**src/rtl/bbx_pkg.sv**
```systemverilog
// package with opcodes, flag positions, states and timing counts for the branch and bit executor
package bbx_pkg;
	localparam int DATA_W = 8;
	localparam int PC_W = 16;
	localparam int OFS_W = 7;
	localparam int IO_AW = 5;
	// status flag positions
	localparam int FLAG_C = 0;
	localparam int FLAG_Z = 1;
	localparam int FLAG_N = 2;
	localparam int FLAG_V = 3;
	localparam int FLAG_S = 4;
	localparam int FLAG_H = 5;
	localparam int FLAG_T = 6;
	localparam int FLAG_I = 7;
	localparam logic [7:0] FLAGS_RESET = 8'h00;
	localparam logic [PC_W-1:0] PC_RESET = 16'h0000;
	// cycle counts
	localparam int CYC_BRANCH_NOT_TAKEN = 1;
	localparam int CYC_BRANCH_TAKEN = 2;
	localparam int CYC_IO_BIT = 2;
	localparam int CYC_SINGLE = 1;
	typedef enum logic [4:0] {
		OP_NOP = 5'h00,
		OP_BR_NEG = 5'h01,
		OP_BR_NONNEG = 5'h02,
		OP_BR_SGE = 5'h03,
		OP_BR_SLT = 5'h04,
		OP_BR_HSET = 5'h05,
		OP_BR_HCLR = 5'h06,
		OP_BR_VCLR = 5'h07,
		OP_BR_IEN = 5'h08,
		OP_BR_IDIS = 5'h09,
		OP_IO_SET = 5'h0a,
		OP_IO_CLR = 5'h0b,
		OP_SHL = 5'h0c,
		OP_SHR = 5'h0d,
		OP_ROL = 5'h0e,
		OP_ROR = 5'h0f,
		OP_ASR = 5'h10,
		OP_SWAP = 5'h11,
		OP_FLAG_SET = 5'h12,
		OP_FLAG_CLR = 5'h13,
		OP_TO_T = 5'h14,
		OP_FROM_T = 5'h15,
		OP_SET_C = 5'h16,
		OP_CLR_C = 5'h17,
		OP_SET_N = 5'h18
	} bbx_op_t;
	typedef enum logic [1:0] {
		ST_IDLE = 2'b00,
		ST_BRANCH = 2'b01,
		ST_IO = 2'b11
	} bbx_state_t;
endpackage

```
**src/rtl/bbx_alu_if.sv**
```systemverilog
// interface carrying shift unit operands and results between the executor and its shifter
`timescale 1ns/1ns
interface bbx_alu_if;
	import bbx_pkg::*;
	bbx_op_t op;
	logic [DATA_W-1:0] operand;
	logic carry_in;
	logic [DATA_W-1:0] result;
	logic [3:0] flags_zcnv;
	modport exec(output op, output operand, output carry_in, input result, input flags_zcnv);
	modport unit(input op, input operand, input carry_in, output result, output flags_zcnv);
endinterface

```
**src/rtl/bbx_shifter.sv**
```systemverilog
// combinational shift, rotate and swap unit with zero, carry, negative and overflow results
`timescale 1ns/1ns
module bbx_shifter (
	bbx_alu_if.unit alu
);
	import bbx_pkg::*;
	logic [DATA_W-1:0] a;
	logic [DATA_W-1:0] r;
	logic c;
	logic n;
	always_comb begin
		a = alu.operand;
		r = a;
		c = alu.carry_in;
		case (alu.op)
			OP_SHL: begin
				r = {a[DATA_W-2:0], 1'b0};
				c = a[DATA_W-1];
			end
			OP_SHR: begin
				r = {1'b0, a[DATA_W-1:1]};
				c = a[0];
			end
			OP_ROL: begin
				r = {a[DATA_W-2:0], alu.carry_in};
				c = a[DATA_W-1];
			end
			OP_ROR: begin
				r = {alu.carry_in, a[DATA_W-1:1]};
				c = a[0];
			end
			OP_ASR: begin
				r = {a[DATA_W-1], a[DATA_W-1:1]};
				c = a[0];
			end
			OP_SWAP: begin
				r = {a[3:0], a[7:4]};
			end
			default: begin
				r = a;
			end
		endcase
		n = r[DATA_W-1];
		alu.result = r;
		// order is z, c, n, v; overflow is negative xor carry after the shift
		alu.flags_zcnv = {(r == '0), c, n, n ^ c};
	end
endmodule // bbx_shifter

```
**src/rtl/bbx_exec.sv**
```systemverilog
// executor for conditional branches, i/o bit writes, shifts, rotates and flag/bit moves
//
// How it works
// - branch on negative set or clear
// - branch when negative xor overflow clear
// - branch when negative xor overflow set
// - branch on half carry set or clear
// - branch when overflow flag clear
// - branch when interrupt enable set
// - branch when interrupt enable clear
// - set one i/o bit, two cycles
// - clear one i/o bit, two cycles
// - shift left, zero in, flags updated
// - shift right, zero in, flags updated
// - rotate left through carry
// - rotate right through carry
// - arithmetic shift right keeps top bit
// - swap nibbles, flags untouched
// - copy register bit into transfer flag
// - write transfer flag into register bit
`timescale 1ns/1ns
module bbx_exec (
	input wire logic REF_CLK,
	input wire logic NRST,
	input wire logic OP_VALID,
	input wire bbx_pkg::bbx_op_t OP_CODE,
	input wire logic [bbx_pkg::OFS_W-1:0] BRANCH_OFFSET,
	input wire logic [2:0] BIT_SEL,
	input wire logic [bbx_pkg::IO_AW-1:0] IO_ADDR,
	input wire logic [bbx_pkg::DATA_W-1:0] REG_DATA,
	input wire logic [bbx_pkg::DATA_W-1:0] IO_RDATA,
	output logic READY,
	output logic DONE,
	output logic [bbx_pkg::PC_W-1:0] PROGRAM_COUNTER,
	output logic [7:0] STATUS_FLAGS,
	output logic REG_WE,
	output logic [bbx_pkg::DATA_W-1:0] REG_WDATA,
	output logic IO_RE,
	output logic IO_WE,
	output logic [bbx_pkg::IO_AW-1:0] IO_WADDR,
	output logic [bbx_pkg::DATA_W-1:0] IO_WDATA
);
	import bbx_pkg::*;

	////////////////////////////////////////////////////////////////////////////////
	bbx_state_t state;
	bbx_state_t next_state;
	bbx_alu_if alu ();
	logic take;
	logic accept;
	logic [PC_W-1:0] pc_inc;
	logic [PC_W-1:0] pc_target;
	logic [PC_W-1:0] branch_pc;
	logic io_set;
	logic [2:0] io_bit;
	logic [IO_AW-1:0] io_addr;
	logic is_shift;

	bbx_shifter u_shifter (
		.alu(alu)
	);

	assign alu.op = OP_CODE;
	assign alu.operand = REG_DATA;
	assign alu.carry_in = STATUS_FLAGS[FLAG_C];
	assign accept = OP_VALID && READY;
	assign pc_inc = PROGRAM_COUNTER + PC_W'(1);
	// offset is sign extended, target is pc + k + 1
	assign pc_target = pc_inc + {{(PC_W-OFS_W){BRANCH_OFFSET[OFS_W-1]}}, BRANCH_OFFSET};
	assign is_shift = (OP_CODE == OP_SHL) || (OP_CODE == OP_SHR) || (OP_CODE == OP_ROL) ||
		(OP_CODE == OP_ROR) || (OP_CODE == OP_ASR);

	////////////////////////////////////////////////////////////////////////////////
	// branch condition evaluation
	always_comb begin
		case (OP_CODE)
			OP_BR_NEG: take = STATUS_FLAGS[FLAG_N];
			OP_BR_NONNEG: take = !STATUS_FLAGS[FLAG_N];
			OP_BR_SGE: take = !(STATUS_FLAGS[FLAG_N] ^ STATUS_FLAGS[FLAG_V]);
			OP_BR_SLT: take = STATUS_FLAGS[FLAG_N] ^ STATUS_FLAGS[FLAG_V];
			OP_BR_HSET: take = STATUS_FLAGS[FLAG_H];
			OP_BR_HCLR: take = !STATUS_FLAGS[FLAG_H];
			OP_BR_VCLR: take = !STATUS_FLAGS[FLAG_V];
			OP_BR_IEN: take = STATUS_FLAGS[FLAG_I];
			OP_BR_IDIS: take = !STATUS_FLAGS[FLAG_I];
			default: take = 1'b0;
		endcase
	end

	////////////////////////////////////////////////////////////////////////////////
	// sequencing: taken branch and i/o bit writes need a second cycle
	always_comb begin
		next_state = state;
		case (state)
			ST_IDLE: begin
				if (accept && take) begin
					next_state = ST_BRANCH;
				end else if (accept && (OP_CODE == OP_IO_SET || OP_CODE == OP_IO_CLR)) begin
					next_state = ST_IO;
				end
			end
			ST_BRANCH: next_state = ST_IDLE;
			ST_IO: next_state = ST_IDLE;
			default: next_state = ST_IDLE;
		endcase
	end

	always_ff @(posedge REF_CLK) begin
		if (!NRST) begin
			state <= ST_IDLE;
		end else begin
			state <= next_state;
		end
	end

	always_ff @(posedge REF_CLK) begin
		if (!NRST) begin
			READY <= 1'b1;
			DONE <= 1'b0;
		end else begin
			READY <= (next_state == ST_IDLE);
			DONE <= (accept && next_state == ST_IDLE) || (state != ST_IDLE);
		end
	end

	////////////////////////////////////////////////////////////////////////////////
	// program counter
	always_ff @(posedge REF_CLK) begin
		if (!NRST) begin
			PROGRAM_COUNTER <= PC_RESET;
			branch_pc <= PC_RESET;
		end else if (accept && take) begin
			branch_pc <= pc_target;
		end else if (state == ST_BRANCH) begin
			PROGRAM_COUNTER <= branch_pc;
		end else if (accept && next_state == ST_IDLE) begin
			// i/o bit ops step the pc only once, when their write cycle ends
			PROGRAM_COUNTER <= pc_inc;
		end else if (state == ST_IO) begin
			PROGRAM_COUNTER <= pc_inc;
		end
	end

	////////////////////////////////////////////////////////////////////////////////
	// status flags; branches, i/o writes, swap and bit load leave them alone
	always_ff @(posedge REF_CLK) begin
		if (!NRST) begin
			STATUS_FLAGS <= FLAGS_RESET;
		end else if (accept) begin
			if (is_shift) begin
				STATUS_FLAGS[FLAG_Z] <= alu.flags_zcnv[3];
				STATUS_FLAGS[FLAG_C] <= alu.flags_zcnv[2];
				STATUS_FLAGS[FLAG_N] <= alu.flags_zcnv[1];
				STATUS_FLAGS[FLAG_V] <= alu.flags_zcnv[0];
			end
			case (OP_CODE)
				OP_FLAG_SET: STATUS_FLAGS[BIT_SEL] <= 1'b1;
				OP_FLAG_CLR: STATUS_FLAGS[BIT_SEL] <= 1'b0;
				OP_SET_C: STATUS_FLAGS[FLAG_C] <= 1'b1;
				OP_CLR_C: STATUS_FLAGS[FLAG_C] <= 1'b0;
				OP_SET_N: STATUS_FLAGS[FLAG_N] <= 1'b1;
				OP_TO_T: STATUS_FLAGS[FLAG_T] <= REG_DATA[BIT_SEL];
				default: begin
				end
			endcase
		end
	end

	////////////////////////////////////////////////////////////////////////////////
	// register write-back
	always_ff @(posedge REF_CLK) begin
		if (!NRST) begin
			REG_WE <= 1'b0;
			REG_WDATA <= '0;
		end else begin
			REG_WE <= 1'b0;
			if (accept && (is_shift || OP_CODE == OP_SWAP)) begin
				REG_WE <= 1'b1;
				REG_WDATA <= alu.result;
			end else if (accept && OP_CODE == OP_FROM_T) begin
				REG_WE <= 1'b1;
				REG_WDATA <= REG_DATA;
				REG_WDATA[BIT_SEL] <= STATUS_FLAGS[FLAG_T];
			end
		end
	end

	////////////////////////////////////////////////////////////////////////////////
	// i/o bit read-modify-write: read in cycle 1, write in cycle 2
	always_ff @(posedge REF_CLK) begin
		if (!NRST) begin
			io_set <= 1'b0;
			io_bit <= 3'h0;
			io_addr <= '0;
			IO_RE <= 1'b0;
			IO_WE <= 1'b0;
			IO_WADDR <= '0;
			IO_WDATA <= '0;
		end else begin
			IO_RE <= 1'b0;
			IO_WE <= 1'b0;
			if (accept && (OP_CODE == OP_IO_SET || OP_CODE == OP_IO_CLR)) begin
				io_set <= (OP_CODE == OP_IO_SET);
				io_bit <= BIT_SEL;
				io_addr <= IO_ADDR;
				IO_RE <= 1'b1;
				IO_WADDR <= IO_ADDR;
			end else if (state == ST_IO) begin
				IO_WE <= 1'b1;
				IO_WADDR <= io_addr;
				IO_WDATA <= IO_RDATA;
				IO_WDATA[io_bit] <= io_set;
			end
		end
	end
endmodule // bbx_exec

```
**config.mk**
```make
export PLATFORM = sky130hd
export DESIGN_NAME = bbx_exec
export DESIGN_NICKNAME = d
export VERILOG_FILES = /design/src/rtl/bbx_pkg.sv /design/src/rtl/bbx_alu_if.sv /design/src/rtl/bbx_shifter.sv /design/src/rtl/bbx_exec.sv
export SDC_FILE = /design/constraint.sdc
export NUM_CORES = 1
export LEC_CHECK = 0
export BUFFER_PORTS_ARGS = -buffer_cell sky130_fd_sc_hd__buf_2
export CAP_MARGIN = 25
export CORE_MARGIN = 3
export CORE_UTILIZATION = 30
export DETAILED_ROUTE_END_ITERATION = 6
export SKIP_CTS_REPAIR_TIMING = 1
export SYNTH_ARGS = -nofsm -noshare
export SYNTH_HDL_FRONTEND = slang
export SYNTH_HIERARCHICAL = 1
export SYNTH_SLANG_ARGS = --single-unit
```
**constraint.sdc**
```tcl
create_clock -name REF_CLK -period 5.6 [get_ports REF_CLK]
set_input_delay 0.28 -clock REF_CLK [delete_from_list [all_inputs] [get_ports REF_CLK]]
set_output_delay 0.28 -clock REF_CLK [all_outputs]
set_load 0.1 [all_outputs]
```
==> impl_metrics.json <==
{
  "placedCellCount": 910,
  "switchingPower_w": 0.0004246,
  "clockBufferDepth": 2,
  "place.gp.congestion": 0.8402,
  "yosysWarnings": 6,
  "drtIter0Drc": 308,
  "drv_cap": 0,
  "critPathArrivalTime_ns": 3.46,
  "synthCells": 640,
  "path_clk_slew_ns": 0.06,
  "multi_input_area_sq_um": 3313,
  "final.fill_count": 1790,
  "hold_ws_ns": 0.2157,
  "die_area_sq_um": 18580,
  "dp_hpwl_mm": 9.925,
  "rsz0062_at_grt": "false",
  "finalNonFillerCells": 928,
  "chipHeight_um": 136.3,
  "chipWidth_um": 136.3,
  "ys_seq_elements": 77,
  "final.period_utilization_pct": 57.20,
  "crit_required_ns": 5.86,
  "skew_ns": 0.006421,
  "synth_edf_count": 0,
  "grt_overflow_total": 0,
  "critical_path_class": "reg -> reg",
  "swShare_pct": 28.89,
  "finalSetupTns_ns": 0,
  "hold_viol": 0,
  "pre_cts_slack_ns": 2.429,
  "drc": 0,
  "cts-htree-levels": 3,
  "ir_drop_uv": 179.5,
  "fin_crit_ns": 3.203,
  "r2r-end": "branch_pc[13]",
  "endpoint_kind": "flip-flop",
  "initial_utilization_pct": 30.72,
  "slew_violations": 0,
  "r2r-start": "PROGRAM_COUNTER[0]",
  "async_flop_share_pct": 0,
  "r2r_slack_ns": 2.40,
  "setup_viol": 0,
  "coreArea_sq_um": 16580,
  "clkSinkCount": 77,
  "wire_per_inst_um": 14.83,
  "numCtsBuffers": 9,
  "layout_setup_ws_ns": 2.397,
  "min_from": "IO_RDATA[2]",
  "ys_top_cells_by_area": "dfxtp_1, mux2i_1, a21oi_1",
  "leakagePower_nw": 2.579,
  "synth_top_area_share_pct": 30.26,
  "reg2reg_depth": 12,
  "finalNetCount": 759,
  "synth.yosys.seq_area_share_pct": 30.26,
  "ios": 89,
  "synth_top_cell_by_area": "dfxtp_1",
  "cp-start-kind": "flip-flop",
  "grt_max_degree": 60,
  "drive_above_1_share_pct": 19.07,
  "p_per_area_nw_per_um2": 244.8,
  "grt_pass1_vias": 4509,
  "mappedNetlistArea_sq_um": 5094,
  "first_pass_iters": 5,
  "hold_class": "in -> reg",
  "max_freq_mhz": 312.2,
  "status": "complete, no violations",
  "pwr-share-comb_pct": 17.9,
  "total_power_w": 0.001470,
  "antenna_found_initial": 0,
  "port_buffers": 88,
  "n_antenna_cell": 0,
  "syn2layout_area_growth_pct": 17.88,
  "cts_root_buf": "clkbuf_16",
  "track_usage_pct": 15.27,
  "viasPerCell": 5.133,
  "synth_cell_types": 71,
  "whs_path_depth": 3,
  "num_rows": 47,
  "p_int_w": 0.001045,
  "vias": 4763,
  "maxSlewHeadroom_pct": 33.87,
  "insertion_delay_ns": 0.34,
  "synth_top_flop_cell": "dfxtp_1",
  "regArea_sq_um": 1541,
  "drt-total-wl_mm": 13.76,
  "crit_path_start": "PROGRAM_COUNTER[0]",
  "cp_max_fo": 7,
  "tightestPinTransition_ns": 0.9883,
  "ant_nets": 0,
  "grt_pass1_wl_mm": 22.96,
  "cts_tree": "done",
  "syn_nets": 696,
  "hold_path_end": "IO_WDATA[2]",
  "synth.avg_cell_area_sq_um": 7.959,
  "clock_power_share_pct": 43.2,
  "power_frac_seq_pct": 38.9
}
## worst max-delay path by stage
stage,endpoint,slack (ns),cells after the start
after floorplan,branch_pc[13],2.01,12
after global placement,branch_pc[13],2.47,12
after detailed placement,branch_pc[13],2.43,12
after CTS,branch_pc[13],2.40,12
after global routing,branch_pc[13],2.09,11
final,branch_pc[13],2.40,12
## power by group through the flow
stage               registers, W  clock network, W  logic, W
floorplan               0.000638                 0  0.000146
global placement        0.000584                 0  0.000262
detailed placement      0.000584                 0  0.000263
CTS                     0.000571          0.000660  0.000264
global route            0.000573          0.000681  0.000288
finish                  0.000571          0.000635  0.000263
## synth_stat cells (all sizes together) (2+ instances only)
cell type	instances
a21oi	57
or4	2
a221oi	6
nand3b	4
nor4	6
o221ai	2
or3	3
o21bai	2
mux2i	45
nor3b	4
a311oi	2
clkbuf	29
a211o	2
buf	12
a21o	7
inv	17
o211ai	10
nor3	9
and2	7
a31oi	5
a211oi	14
nand2b	13
o32ai	2
ha	16
nor2	70
nor2b	3
or3b	2
nand2	70
a32o	3
xnor2	18
or2	4
nor4b	2
and3	2
and3b	2
nand4	3
o21ai	32
mux4	2
dfxtp	77
xor2	10
o2111ai	3
mux2	7
o22ai	7
nand3	26
and4	2
o31ai	5
## layout make-up
class	instances	area share, %
Clock inverter	6	1.438
Clock buffer	10	3.980
Multi-Input combinational cell	505	55.18
Sequential cell	77	25.67
Timing Repair Buffer	93	8.085
Tap cell	220	4.584
Inverter	17	1.063
## worst max-delay path: stages (launching register included)
cell,delay [ns]
dfxtp_1,0.43
ha_1,0.23
nand3_1,0.22
or3_1,0.43
xnor2_1,0.15
ha_1,0.34
o21ai_0,0.15
a21oi_1,0.21
o2111ai_1,0.20
a21oi_1,0.21
nor3_1,0.06
or3b_1,0.34
a21oi_1,0.16
## through the flow
| step | instance area [sq um] | util (%) |
|---|---|---|
| 6_report | 6005 | 36.21 |
| 5_1_grt | 6005 | 36.21 |
| 4_1_cts | 5982 | 36.07 |
| 3_5_place_dp | 5657 | 34.11 |
| 3_3_place_gp | 5657 | 34.11 |
| 2_1_floorplan | 5094 | - |
## state kept, by name, indices dropped and copies added, names as in the netlist, 2 cells and up, named ones only
register         count
IO_WADDR             5
REG_WDATA            8
io_addr              5
io_bit               3
STATUS_FLAGS         7
IO_WDATA             8
state                2
PROGRAM_COUNTER     16
branch_pc           16
## cell families after synthesis
logic type / share of synthesized area [%]
and+or+nand+nor: 23.14
AOI/OAI and AO/OA: 21.49
DFF: 30.26
buffers and inverters: 4.691
muxes: 11.27
xor gates and xnor gates: 4.814
adders and majority gates: 4.323
## cell usage in the layout (no fill, tap or decap), types with 16 or more instances in the layout
master,synthesis,final
mux2i_1,45,45
nor2_1,69,69
dfxtp_1,77,77
ha_1,16,16
buf_2,5,88
o21ai_0,28,28
nand2_1,70,70
a21oi_1,57,57
inv_1,17,16
xnor2_1,18,18
nand3_1,26,26
## layer usage
layer	track usage [%]	routed length, um	vias up
li1	-	-	2444
met1	20.68	6651	2184
met2	24.22	6188	122
met3	3.812	770	13
met4	4.143	153	0
met5	0	0	-
(Power assumes the default switching activity.)
